--- config.mk ---
export PLATFORM = sky130hd
export DESIGN_NAME = port_phy_mii_register_bank
export DESIGN_NICKNAME = d
export VERILOG_FILES = /design/src/port_phy_mii_pkg.sv /design/src/phy_cfg_if.sv /design/src/phy_cfg_store.sv /design/src/port_phy_mii_register_bank.sv
export SDC_FILE = /design/constraint.sdc
export NUM_CORES = 1
export LEC_CHECK = 0
export ABC_AREA = 1
export BUFFER_PORTS_ARGS = -buffer_cell sky130_fd_sc_hd__buf_2
export CAP_MARGIN = 20
export CORE_AREA = 2 2 75 59
export DETAILED_ROUTE_END_ITERATION = 16
export DIE_AREA = 0 0 77 61
export PLACE_DENSITY_LB_ADDON = 0.08
export SETUP_SLACK_MARGIN = 0.4
export SLEW_MARGIN = 30
export SYNTH_ARGS = -nofsm -noshare
export SYNTH_HDL_FRONTEND = slang
export SYNTH_SLANG_ARGS = --single-unit
--- constraint.sdc ---
create_clock -name i_mclk -period 1.3 [get_ports i_mclk]
set_input_delay 0.13 -clock i_mclk [delete_from_list [all_inputs] [get_ports i_mclk]]
set_output_delay 0.13 -clock i_mclk [all_outputs]
set_load 0.05 [all_outputs]
--- src/port_phy_mii_pkg.sv ---
`default_nettype none
package port_phy_mii_pkg;

  localparam int ADDR_W = 8;
  localparam int DATA_W = 16;

  // byte addresses of the 16-bit words on the host interface
  localparam logic [ADDR_W-1:0] OFS_CTRL  = 8'h4C;
  localparam logic [ADDR_W-1:0] OFS_STAT  = 8'h4E;
  localparam logic [ADDR_W-1:0] OFS_ID_LO = 8'h50;
  localparam logic [ADDR_W-1:0] OFS_ID_HI = 8'h52;
  localparam logic [ADDR_W-1:0] OFS_ADV   = 8'h54;

  // basic control word fields
  localparam int CTRL_LOOPBACK   = 14;
  localparam int CTRL_SPEED_100  = 13;
  localparam int CTRL_AN_ENABLE  = 12;
  localparam int CTRL_POWER_DOWN = 11;
  localparam int CTRL_AN_RESTART = 9;
  localparam int CTRL_FULL_DUPLX = 8;
  localparam int CTRL_XOVER_VAR  = 5;
  localparam int CTRL_FORCE_XOVR = 4;
  localparam int CTRL_NO_AUTO_X  = 3;
  localparam int CTRL_TX_DISABLE = 1;

  // basic status word fields
  localparam int STAT_T4_ABLE = 15;
  localparam int STAT_ABL_HI  = 14;
  localparam int STAT_ABL_LO  = 11;
  localparam int STAT_AN_DONE = 5;
  localparam int STAT_AN_ABLE = 3;
  localparam int STAT_LINK_UP = 2;
  localparam int STAT_EXT_REG = 0;

  // advertisement word fields
  localparam int ADV_PAUSE   = 10;
  localparam int ADV_ABIL_HI = 8;
  localparam int ADV_ABIL_LO = 5;

  localparam logic [DATA_W-1:0] CTRL_RESET      = 16'h3120;
  localparam logic [DATA_W-1:0] CTRL_WMASK      = 16'h793F;
  localparam logic [DATA_W-1:0] CTRL_ALIAS_MASK = 16'h793E;
  localparam logic [DATA_W-1:0] ADV_RESET       = 16'h05E0;
  localparam logic [DATA_W-1:0] ADV_WMASK       = 16'h07E0;
  localparam logic [DATA_W-1:0] ADV_ALIAS_MASK  = 16'h05E0;
  localparam logic [DATA_W-1:0] ADV_SELECTOR    = 16'h0001;
  localparam logic [DATA_W-1:0] STAT_FIXED      = 16'h7808;

endpackage : port_phy_mii_pkg
`default_nettype wire

--- src/phy_cfg_if.sv ---
`default_nettype none
interface phy_cfg_if;
  logic        wr_ctrl;
  logic        wr_adv;
  logic [15:0] wr_data;
  logic [1:0]  wr_be;
  logic        alias_ctrl_we;
  logic [15:0] alias_ctrl_data;
  logic        alias_adv_we;
  logic [15:0] alias_adv_data;
  logic [15:0] ctrl;
  logic [15:0] adv;
  logic        restart;

  modport store (
    input  wr_ctrl, wr_adv, wr_data, wr_be,
    input  alias_ctrl_we, alias_ctrl_data, alias_adv_we, alias_adv_data,
    output ctrl, adv, restart
  );
  modport bank (
    output wr_ctrl, wr_adv, wr_data, wr_be,
    output alias_ctrl_we, alias_ctrl_data, alias_adv_we, alias_adv_data,
    input  ctrl, adv, restart
  );
endinterface : phy_cfg_if
`default_nettype wire

--- src/phy_cfg_store.sv ---
`default_nettype none
module phy_cfg_store (
  input wire logic i_mclk,
  input wire logic i_reset,
  phy_cfg_if.store cfg
);

  logic [15:0] ctrl_ff;
  logic [15:0] adv_ff;
  logic        restart_ff;
  logic [15:0] nxt_ctrl;
  logic [15:0] nxt_adv;
  logic        nxt_restart;

  function automatic logic [15:0] merge(input logic [15:0] old,
                                        input logic [15:0] data,
                                        input logic [1:0]  be,
                                        input logic [15:0] wmask);
    logic [15:0] m;
    m = {{8{be[1]}}, {8{be[0]}}} & wmask;
    return (old & ~m) | (data & m);
  endfunction : merge

  ////////////////////////////////////////////////////////////////////////
  // alias write first, host write on top: the later writer wins a clash
  always_comb begin
    nxt_ctrl = ctrl_ff;
    nxt_adv  = adv_ff;
    if (cfg.alias_ctrl_we) begin
      nxt_ctrl = merge(nxt_ctrl, cfg.alias_ctrl_data, 2'h3,
                       port_phy_mii_pkg::CTRL_ALIAS_MASK);
    end
    if (cfg.wr_ctrl) begin
      nxt_ctrl = merge(nxt_ctrl, cfg.wr_data, cfg.wr_be,
                       port_phy_mii_pkg::CTRL_WMASK);
    end
    if (cfg.alias_adv_we) begin
      nxt_adv = merge(nxt_adv, cfg.alias_adv_data, 2'h3,
                      port_phy_mii_pkg::ADV_ALIAS_MASK);
    end
    if (cfg.wr_adv) begin
      nxt_adv = merge(nxt_adv, cfg.wr_data, cfg.wr_be,
                      port_phy_mii_pkg::ADV_WMASK);
    end
  end

  always_comb begin
    nxt_restart = (cfg.wr_ctrl && cfg.wr_be[1] &&
                   cfg.wr_data[port_phy_mii_pkg::CTRL_AN_RESTART]) ||
                  (cfg.alias_ctrl_we &&
                   cfg.alias_ctrl_data[port_phy_mii_pkg::CTRL_AN_RESTART]);
  end

  ////////////////////////////////////////////////////////////////////////
  always_ff @(posedge i_mclk) begin
    if (i_reset) begin
      ctrl_ff <= port_phy_mii_pkg::CTRL_RESET;
      adv_ff  <= port_phy_mii_pkg::ADV_RESET;
    end else begin
      ctrl_ff <= nxt_ctrl;
      adv_ff  <= nxt_adv;
    end
  end

  // one-cycle pulse; bit 9 lies outside both write masks, so it always reads back 0
  always_ff @(posedge i_mclk) begin
    if (i_reset) begin
      restart_ff <= 1'b0;
    end else begin
      restart_ff <= nxt_restart;
    end
  end

  assign cfg.ctrl    = ctrl_ff;
  assign cfg.adv     = adv_ff;
  assign cfg.restart = restart_ff;

endmodule : phy_cfg_store
`default_nettype wire

--- src/port_phy_mii_register_bank.sv ---
// How it works
// control bit 14 loops second port far end
// control bit 13 forces 100 or 10
// control bit 12 enables negotiation, resets set
// control bit 9 restarts negotiation, self clears
// control bit 8 forces duplex, resets set
// control bit 5 picks crossover variant
// bit 3 disables auto crossover, 4 forces
// control bit 1 disables transmitter
// status 14..11 read one, 15 zero
// status bit 5 shows negotiation complete
// status bit 3 reads constant one
// status bit 0 reads zero
// identifier readable as low and high words
// advertise bit 10 offers pause, resets set
// advertise bits 8..5 offer abilities, set
// status bit 2 shows current link
// control bit 11 powers down the PHY
// aliased bits share storage with alias
`default_nettype none
module port_phy_mii_register_bank #(
  // identifier values are arbitrary
  parameter logic [15:0] PHY_ID_LOW  = 16'h0A5A,
  parameter logic [15:0] PHY_ID_HIGH = 16'h00C3
) (
  input  wire logic        i_mclk,
  input  wire logic        i_reset,
  input  wire logic [7:0]  i_reg_addr,
  input  wire logic [1:0]  i_reg_be,
  input  wire logic        i_reg_wr,
  input  wire logic        i_reg_rd,
  input  wire logic [15:0] i_reg_wdata,
  output logic      [15:0] o_reg_rdata,
  output logic             o_reg_ack,
  input  wire logic        i_alias_ctrl_we,
  input  wire logic [15:0] i_alias_ctrl_data,
  input  wire logic        i_alias_adv_we,
  input  wire logic [15:0] i_alias_adv_data,
  input  wire logic        i_autoneg_done,
  input  wire logic        i_link_up,
  output logic             o_far_loopback,
  output logic             o_force_100,
  output logic             o_autoneg_enable,
  output logic             o_power_down,
  output logic             o_autoneg_restart,
  output logic             o_force_full,
  output logic             o_crossover_variant_select,
  output logic             o_force_crossed,
  output logic             o_disable_auto_crossover,
  output logic             o_tx_disable,
  output logic             o_adv_pause,
  output logic      [3:0]  o_adv_abilities
);

  phy_cfg_if cfg ();

  logic [15:0] rdata_ff;
  logic        ack_ff;
  logic [15:0] nxt_rdata;
  logic [15:0] status_word;

  function automatic logic hit(input logic [7:0] addr,
                               input logic [7:0] ofs);
    // word aligned: the low address bit is ignored; i_reg_be selects the byte lanes
    return addr[7:1] == ofs[7:1];
  endfunction : hit

  ////////////////////////////////////////////////////////////////////////
  // storage for control and advertisement words

  assign cfg.wr_ctrl = i_reg_wr && hit(i_reg_addr, port_phy_mii_pkg::OFS_CTRL);
  assign cfg.wr_adv  = i_reg_wr && hit(i_reg_addr, port_phy_mii_pkg::OFS_ADV);
  assign cfg.wr_data = i_reg_wdata;
  assign cfg.wr_be   = i_reg_be;
  assign cfg.alias_ctrl_we   = i_alias_ctrl_we;
  assign cfg.alias_ctrl_data = i_alias_ctrl_data;
  assign cfg.alias_adv_we    = i_alias_adv_we;
  assign cfg.alias_adv_data  = i_alias_adv_data;

  phy_cfg_store u_store (
    .i_mclk  (i_mclk),
    .i_reset (i_reset),
    .cfg     (cfg.store)
  );

  ////////////////////////////////////////////////////////////////////////
  // control outputs are the stored flops themselves

  assign o_far_loopback    = cfg.ctrl[port_phy_mii_pkg::CTRL_LOOPBACK];
  assign o_force_100       = cfg.ctrl[port_phy_mii_pkg::CTRL_SPEED_100];
  assign o_autoneg_enable  = cfg.ctrl[port_phy_mii_pkg::CTRL_AN_ENABLE];
  assign o_power_down      = cfg.ctrl[port_phy_mii_pkg::CTRL_POWER_DOWN];
  assign o_autoneg_restart = cfg.restart;
  assign o_force_full      = cfg.ctrl[port_phy_mii_pkg::CTRL_FULL_DUPLX];
  assign o_crossover_variant_select =
    cfg.ctrl[port_phy_mii_pkg::CTRL_XOVER_VAR];
  assign o_force_crossed   = cfg.ctrl[port_phy_mii_pkg::CTRL_FORCE_XOVR];
  assign o_disable_auto_crossover =
    cfg.ctrl[port_phy_mii_pkg::CTRL_NO_AUTO_X];
  assign o_tx_disable      = cfg.ctrl[port_phy_mii_pkg::CTRL_TX_DISABLE];
  assign o_adv_pause       = cfg.adv[port_phy_mii_pkg::ADV_PAUSE];
  assign o_adv_abilities   =
    cfg.adv[port_phy_mii_pkg::ADV_ABIL_HI:port_phy_mii_pkg::ADV_ABIL_LO];

  ////////////////////////////////////////////////////////////////////////
  // status word: fixed abilities plus live negotiation and link state

  always_comb begin
    status_word = port_phy_mii_pkg::STAT_FIXED;
    status_word[port_phy_mii_pkg::STAT_AN_DONE] = i_autoneg_done;
    status_word[port_phy_mii_pkg::STAT_LINK_UP] = i_link_up;
  end

  ////////////////////////////////////////////////////////////////////////
  // read path; unmapped addresses and cycles without i_reg_rd return zero

  always_comb begin
    nxt_rdata = 16'h0000;
    if (i_reg_rd) begin
      if (hit(i_reg_addr, port_phy_mii_pkg::OFS_CTRL)) begin
        nxt_rdata = cfg.ctrl;
      end else if (hit(i_reg_addr, port_phy_mii_pkg::OFS_STAT)) begin
        nxt_rdata = status_word;
      end else if (hit(i_reg_addr, port_phy_mii_pkg::OFS_ID_LO)) begin
        nxt_rdata = PHY_ID_LOW;
      end else if (hit(i_reg_addr, port_phy_mii_pkg::OFS_ID_HI)) begin
        nxt_rdata = PHY_ID_HIGH;
      end else if (hit(i_reg_addr, port_phy_mii_pkg::OFS_ADV)) begin
        nxt_rdata = cfg.adv | port_phy_mii_pkg::ADV_SELECTOR;
      end
    end
  end

  always_ff @(posedge i_mclk) begin
    if (i_reset) begin
      rdata_ff <= 16'h0000;
    end else begin
      rdata_ff <= nxt_rdata;
    end
  end

  // every access is acknowledged one cycle later, mapped or not
  always_ff @(posedge i_mclk) begin
    if (i_reset) begin
      ack_ff <= 1'b0;
    end else begin
      ack_ff <= i_reg_rd || i_reg_wr;
    end
  end

  assign o_reg_rdata = rdata_ff;
  assign o_reg_ack   = ack_ff;

  logic rd_ctrl;
  logic rd_stat;
  logic rd_id_lo;
  logic rd_id_hi;
  logic rd_adv;
  logic wr_ctrl_hi;
  logic wr_ctrl_lo;
  logic wr_adv_hi;
  logic wr_adv_lo;
  logic host_only;

  assign rd_ctrl  = i_reg_rd && hit(i_reg_addr, port_phy_mii_pkg::OFS_CTRL);
  assign rd_stat  = i_reg_rd && hit(i_reg_addr, port_phy_mii_pkg::OFS_STAT);
  assign rd_id_lo = i_reg_rd && hit(i_reg_addr, port_phy_mii_pkg::OFS_ID_LO);
  assign rd_id_hi = i_reg_rd && hit(i_reg_addr, port_phy_mii_pkg::OFS_ID_HI);
  assign rd_adv   = i_reg_rd && hit(i_reg_addr, port_phy_mii_pkg::OFS_ADV);
  assign host_only  = !i_alias_ctrl_we && !i_alias_adv_we;
  assign wr_ctrl_hi = cfg.wr_ctrl && i_reg_be[1] && host_only;
  assign wr_ctrl_lo = cfg.wr_ctrl && i_reg_be[0] && host_only;
  assign wr_adv_hi  = cfg.wr_adv && i_reg_be[1] && host_only;
  assign wr_adv_lo  = cfg.wr_adv && i_reg_be[0] && host_only;
endmodule : port_phy_mii_register_bank
`default_nettype wire

==> summary.md <==
| Metric | Value |
|---|---|
| Dominant cell by count in the synthesized netlist | nand2_1 |
| Crit start category | flip-flop |
| Root buffer cell | clkbuf_8 |
| CTS sink cnt | 34 |
| Initial antenna violation count | 0 |
| Seq/Total Area, Yosys | 39.9% |
| Flops & latches, synth | 34 |
| Starting density of the core | 43.1% |
| EDFF count, synth | 0 |
| WP data required | 1.17 ns |
| Routed Antenna Nets | 0 |
| Period minus WS final | 0.937 ns |
| Die area | 4700 sq um |
| Worst hold endpoint | u_store.cfg.adv[7]$_SDFF_PP1_ |
| Final wirelength | 4890 um |
| Worst path bufs/invs | 1 |
| CP cell instances | buf_8 |
| Vias per Instance | 4.62 |
| R2R Path Start | u_store.cfg.ctrl[14]$_SDFF_PP0_ |
| Iteration count of the initial detailed-routing pass | 4 |
| Synth area leaders | dfxtp_1, nand2_1, a21oi_1 |
| H-tree depth | 2 |
| DR vias | 1,866 |
| Peak supply drop | 0.530 mV |
| Hold path start | i_reg_wdata[7] |
| Final hold violation count | 0 |
| Tot GR Track Use | 21.0% |
| Status | finished clean |
| Share of layout cells above drive strength 1 | 54.2% |
| Power Density | 896 nW/um^2 |
| Synth warn | 0 |
| FF-to-FF path depth | 6 |
| Final GP Congestion | 0.775 |
| Syn Area/Cell | 6.74 sq um |
| Clock Tree Buf Depth | 2 |
| Pin count of the biggest net entering global routing | 21 |
| Cts bufs inserted | 5 |
| Inserted Diodes | 0 |
| FF-to-FF setup slack | 0.39 ns |
| Slew Limit Fails | 0 |
| Vias in the first global route | 1,609 |
| Core area | 3950 sq um |
| Final #Nets | 414 |
| Share of flip-flops with an asynchronous set or reset | 0% |
| Remaining global-route overflow | 0 |
| CP delay by family, top | flip-flops |
| Synthesized net count | 319 |
| Netlist Area Pre-Place | 1710 sq um |
| Post-synth top area share | 39.9% |
| Width of the die | 77 um |
| Leading cell types by count after synthesis | nand2_1, dfxtp_1, inv_1 |
| Crit. End Element | output port |
| CP peak stage delay | 0.37 ns |
| Post-CTS Hold Fix Bufs | 0 |
| Setup TNS | 0 ns |
| Hold Path Stages | 3 |
| First-pass GRT wire length | 7550 um |
| Clk Latency, worst-skew pair | 0.29 ns |
| Post-DP HPWL | 3430 um |
| WP data arrival | 0.81 ns |
| Slowest CP cell | dfxtp_4 |
| Reg clk slew, reported paths | 0.07 ns |
| Kind of critical path | flip-flop to output port |
| Area delta synth->final | 68.3% |
| I/O pin cnt | 98 |
| Final setup fails | 0 |
| CP max FO | 3 |
| DRC | 0 |
| Cell Rows | 20 |
| Ys flop type | dfxtp_1 |
| Tot Pwr | 2.57 mW |
| Skew final | 0.00252 ns |
| Die height | 61 um |
| Post-DR wirelength/cell | 12.1 um |
| Buffers on Ports | 78 |
| Synth area leader | dfxtp_1 |
| Synth unique cells | 25 |
| Fin crit share | 72.1% |
| Synth Instances | 253 |
| 1st-iter DRT viols | 36 |
| Max Cap Violations | 0 |
| Leakage | 1.38 nW |
| CTS tree | built |
| RSZ-0062 raised after global routing | yes |
| FMAX | 1070 MHz |
| FF-to-FF End | u_store.cfg.ctrl[14]$_SDFF_PP0_ |
| Min-delay worst type | primary input to flip-flop |
## logic make-up after synthesis
family | share of synthesized area [%]
multiplexers | 3.23
AO/OA/AOI/OAI | 11.2
other | 0.220
AND/OR/NAND/NOR | 33.7
flip-flops | 39.9
buffers and inverters | 11.7
## what timing repair did
action | in CTS | in global routing
gates resized for setup | 105 | 45
setup buffers | 9 | 6
pin swaps | 4 | 26
endpoints found under the setup margin | 42 | 61
gates cloned | 1 | 0
## layout make-up
cell class	instances	area, sq um
Tap cell	55	68.8
Fill cell	329	1080
Clock buffer	6	93.8
Multi-Input combinational cell	178	942
Timing Repair Buffer	101	867
Clock inverter	2	15.0
Sequential cell	34	748
Inverter	28	135
## power by group
part           total (mW)  switching, mW  internal [mW]
Clock               0.893          0.401          0.492
Combinational       0.573          0.328          0.245
Sequential           1.11         0.0354           1.07
## sequential cells by signal (all words and copies together), names as in the netlist
register / cells
u_store.cfg.ctrl: 11
o_reg_rdata: 15
o_reg_ack: 1
u_store.cfg.restart: 1
u_store.cfg.adv: 6
## per-stage QoR
step	util (%)	instances	worst slack [ns]	hold slack, ns	area [sq um]
after CTS	68.2	398	0.357	0.0841	2700
after global routing	72.6	404	0.317	0.0952	2870
after detailed placement	55.8	380	0.0496	0.383	2200
after global placement	55.8	380	0.0707	0.383	2200
after floorplan	-	253	0.320	0.218	1790
final	72.6	404	0.363	0.0851	2870
## layer usage
metal	up-vias	global-route usage, %	share of wire, %
li1	988	-	-
met1	808	27.9	47
met2	62	34.3	46
met3	8	5.06	5.4
met4	0	6.89	1.3
met5	-	0	0
## worst max-delay path by stage
stage	from	endpoint	slack, ns	cells after the start
6_report	u_store.cfg.adv[7]$_SDFF_PP1_	o_adv_abilities[2]	0.36	1
5_1_grt	i_reg_addr[7]	o_reg_rdata[3]$_SDFF_PP0_	0.32	9
3_3_place_gp	i_reg_addr[7]	u_store.cfg.ctrl[11]$_SDFF_PP0_	0.07	9
4_1_cts	u_store.cfg.adv[7]$_SDFF_PP1_	o_adv_abilities[2]	0.36	1
2_1_floorplan	i_reg_addr[7]	u_store.cfg.ctrl[11]$_SDFF_PP0_	0.32	8
3_5_place_dp	i_reg_addr[7]	u_store.cfg.ctrl[11]$_SDFF_PP0_	0.05	9
## cells in the final DEF (no fill, tap or decap), drive strengths merged
cell type,n
conb,1
nor4,1
o21a,1
nand2,96
clkbuf,7
a211oi,1
inv,28
dfxtp,34
clkinvlp,2
buf,100
nand3b,1
o21ai,14
nand4,3
nand3,19
mux2,4
nor2,16
a21oi,19
a31oi,1
mux2i,1
Note: power is estimated with default switching activity, not from simulation.
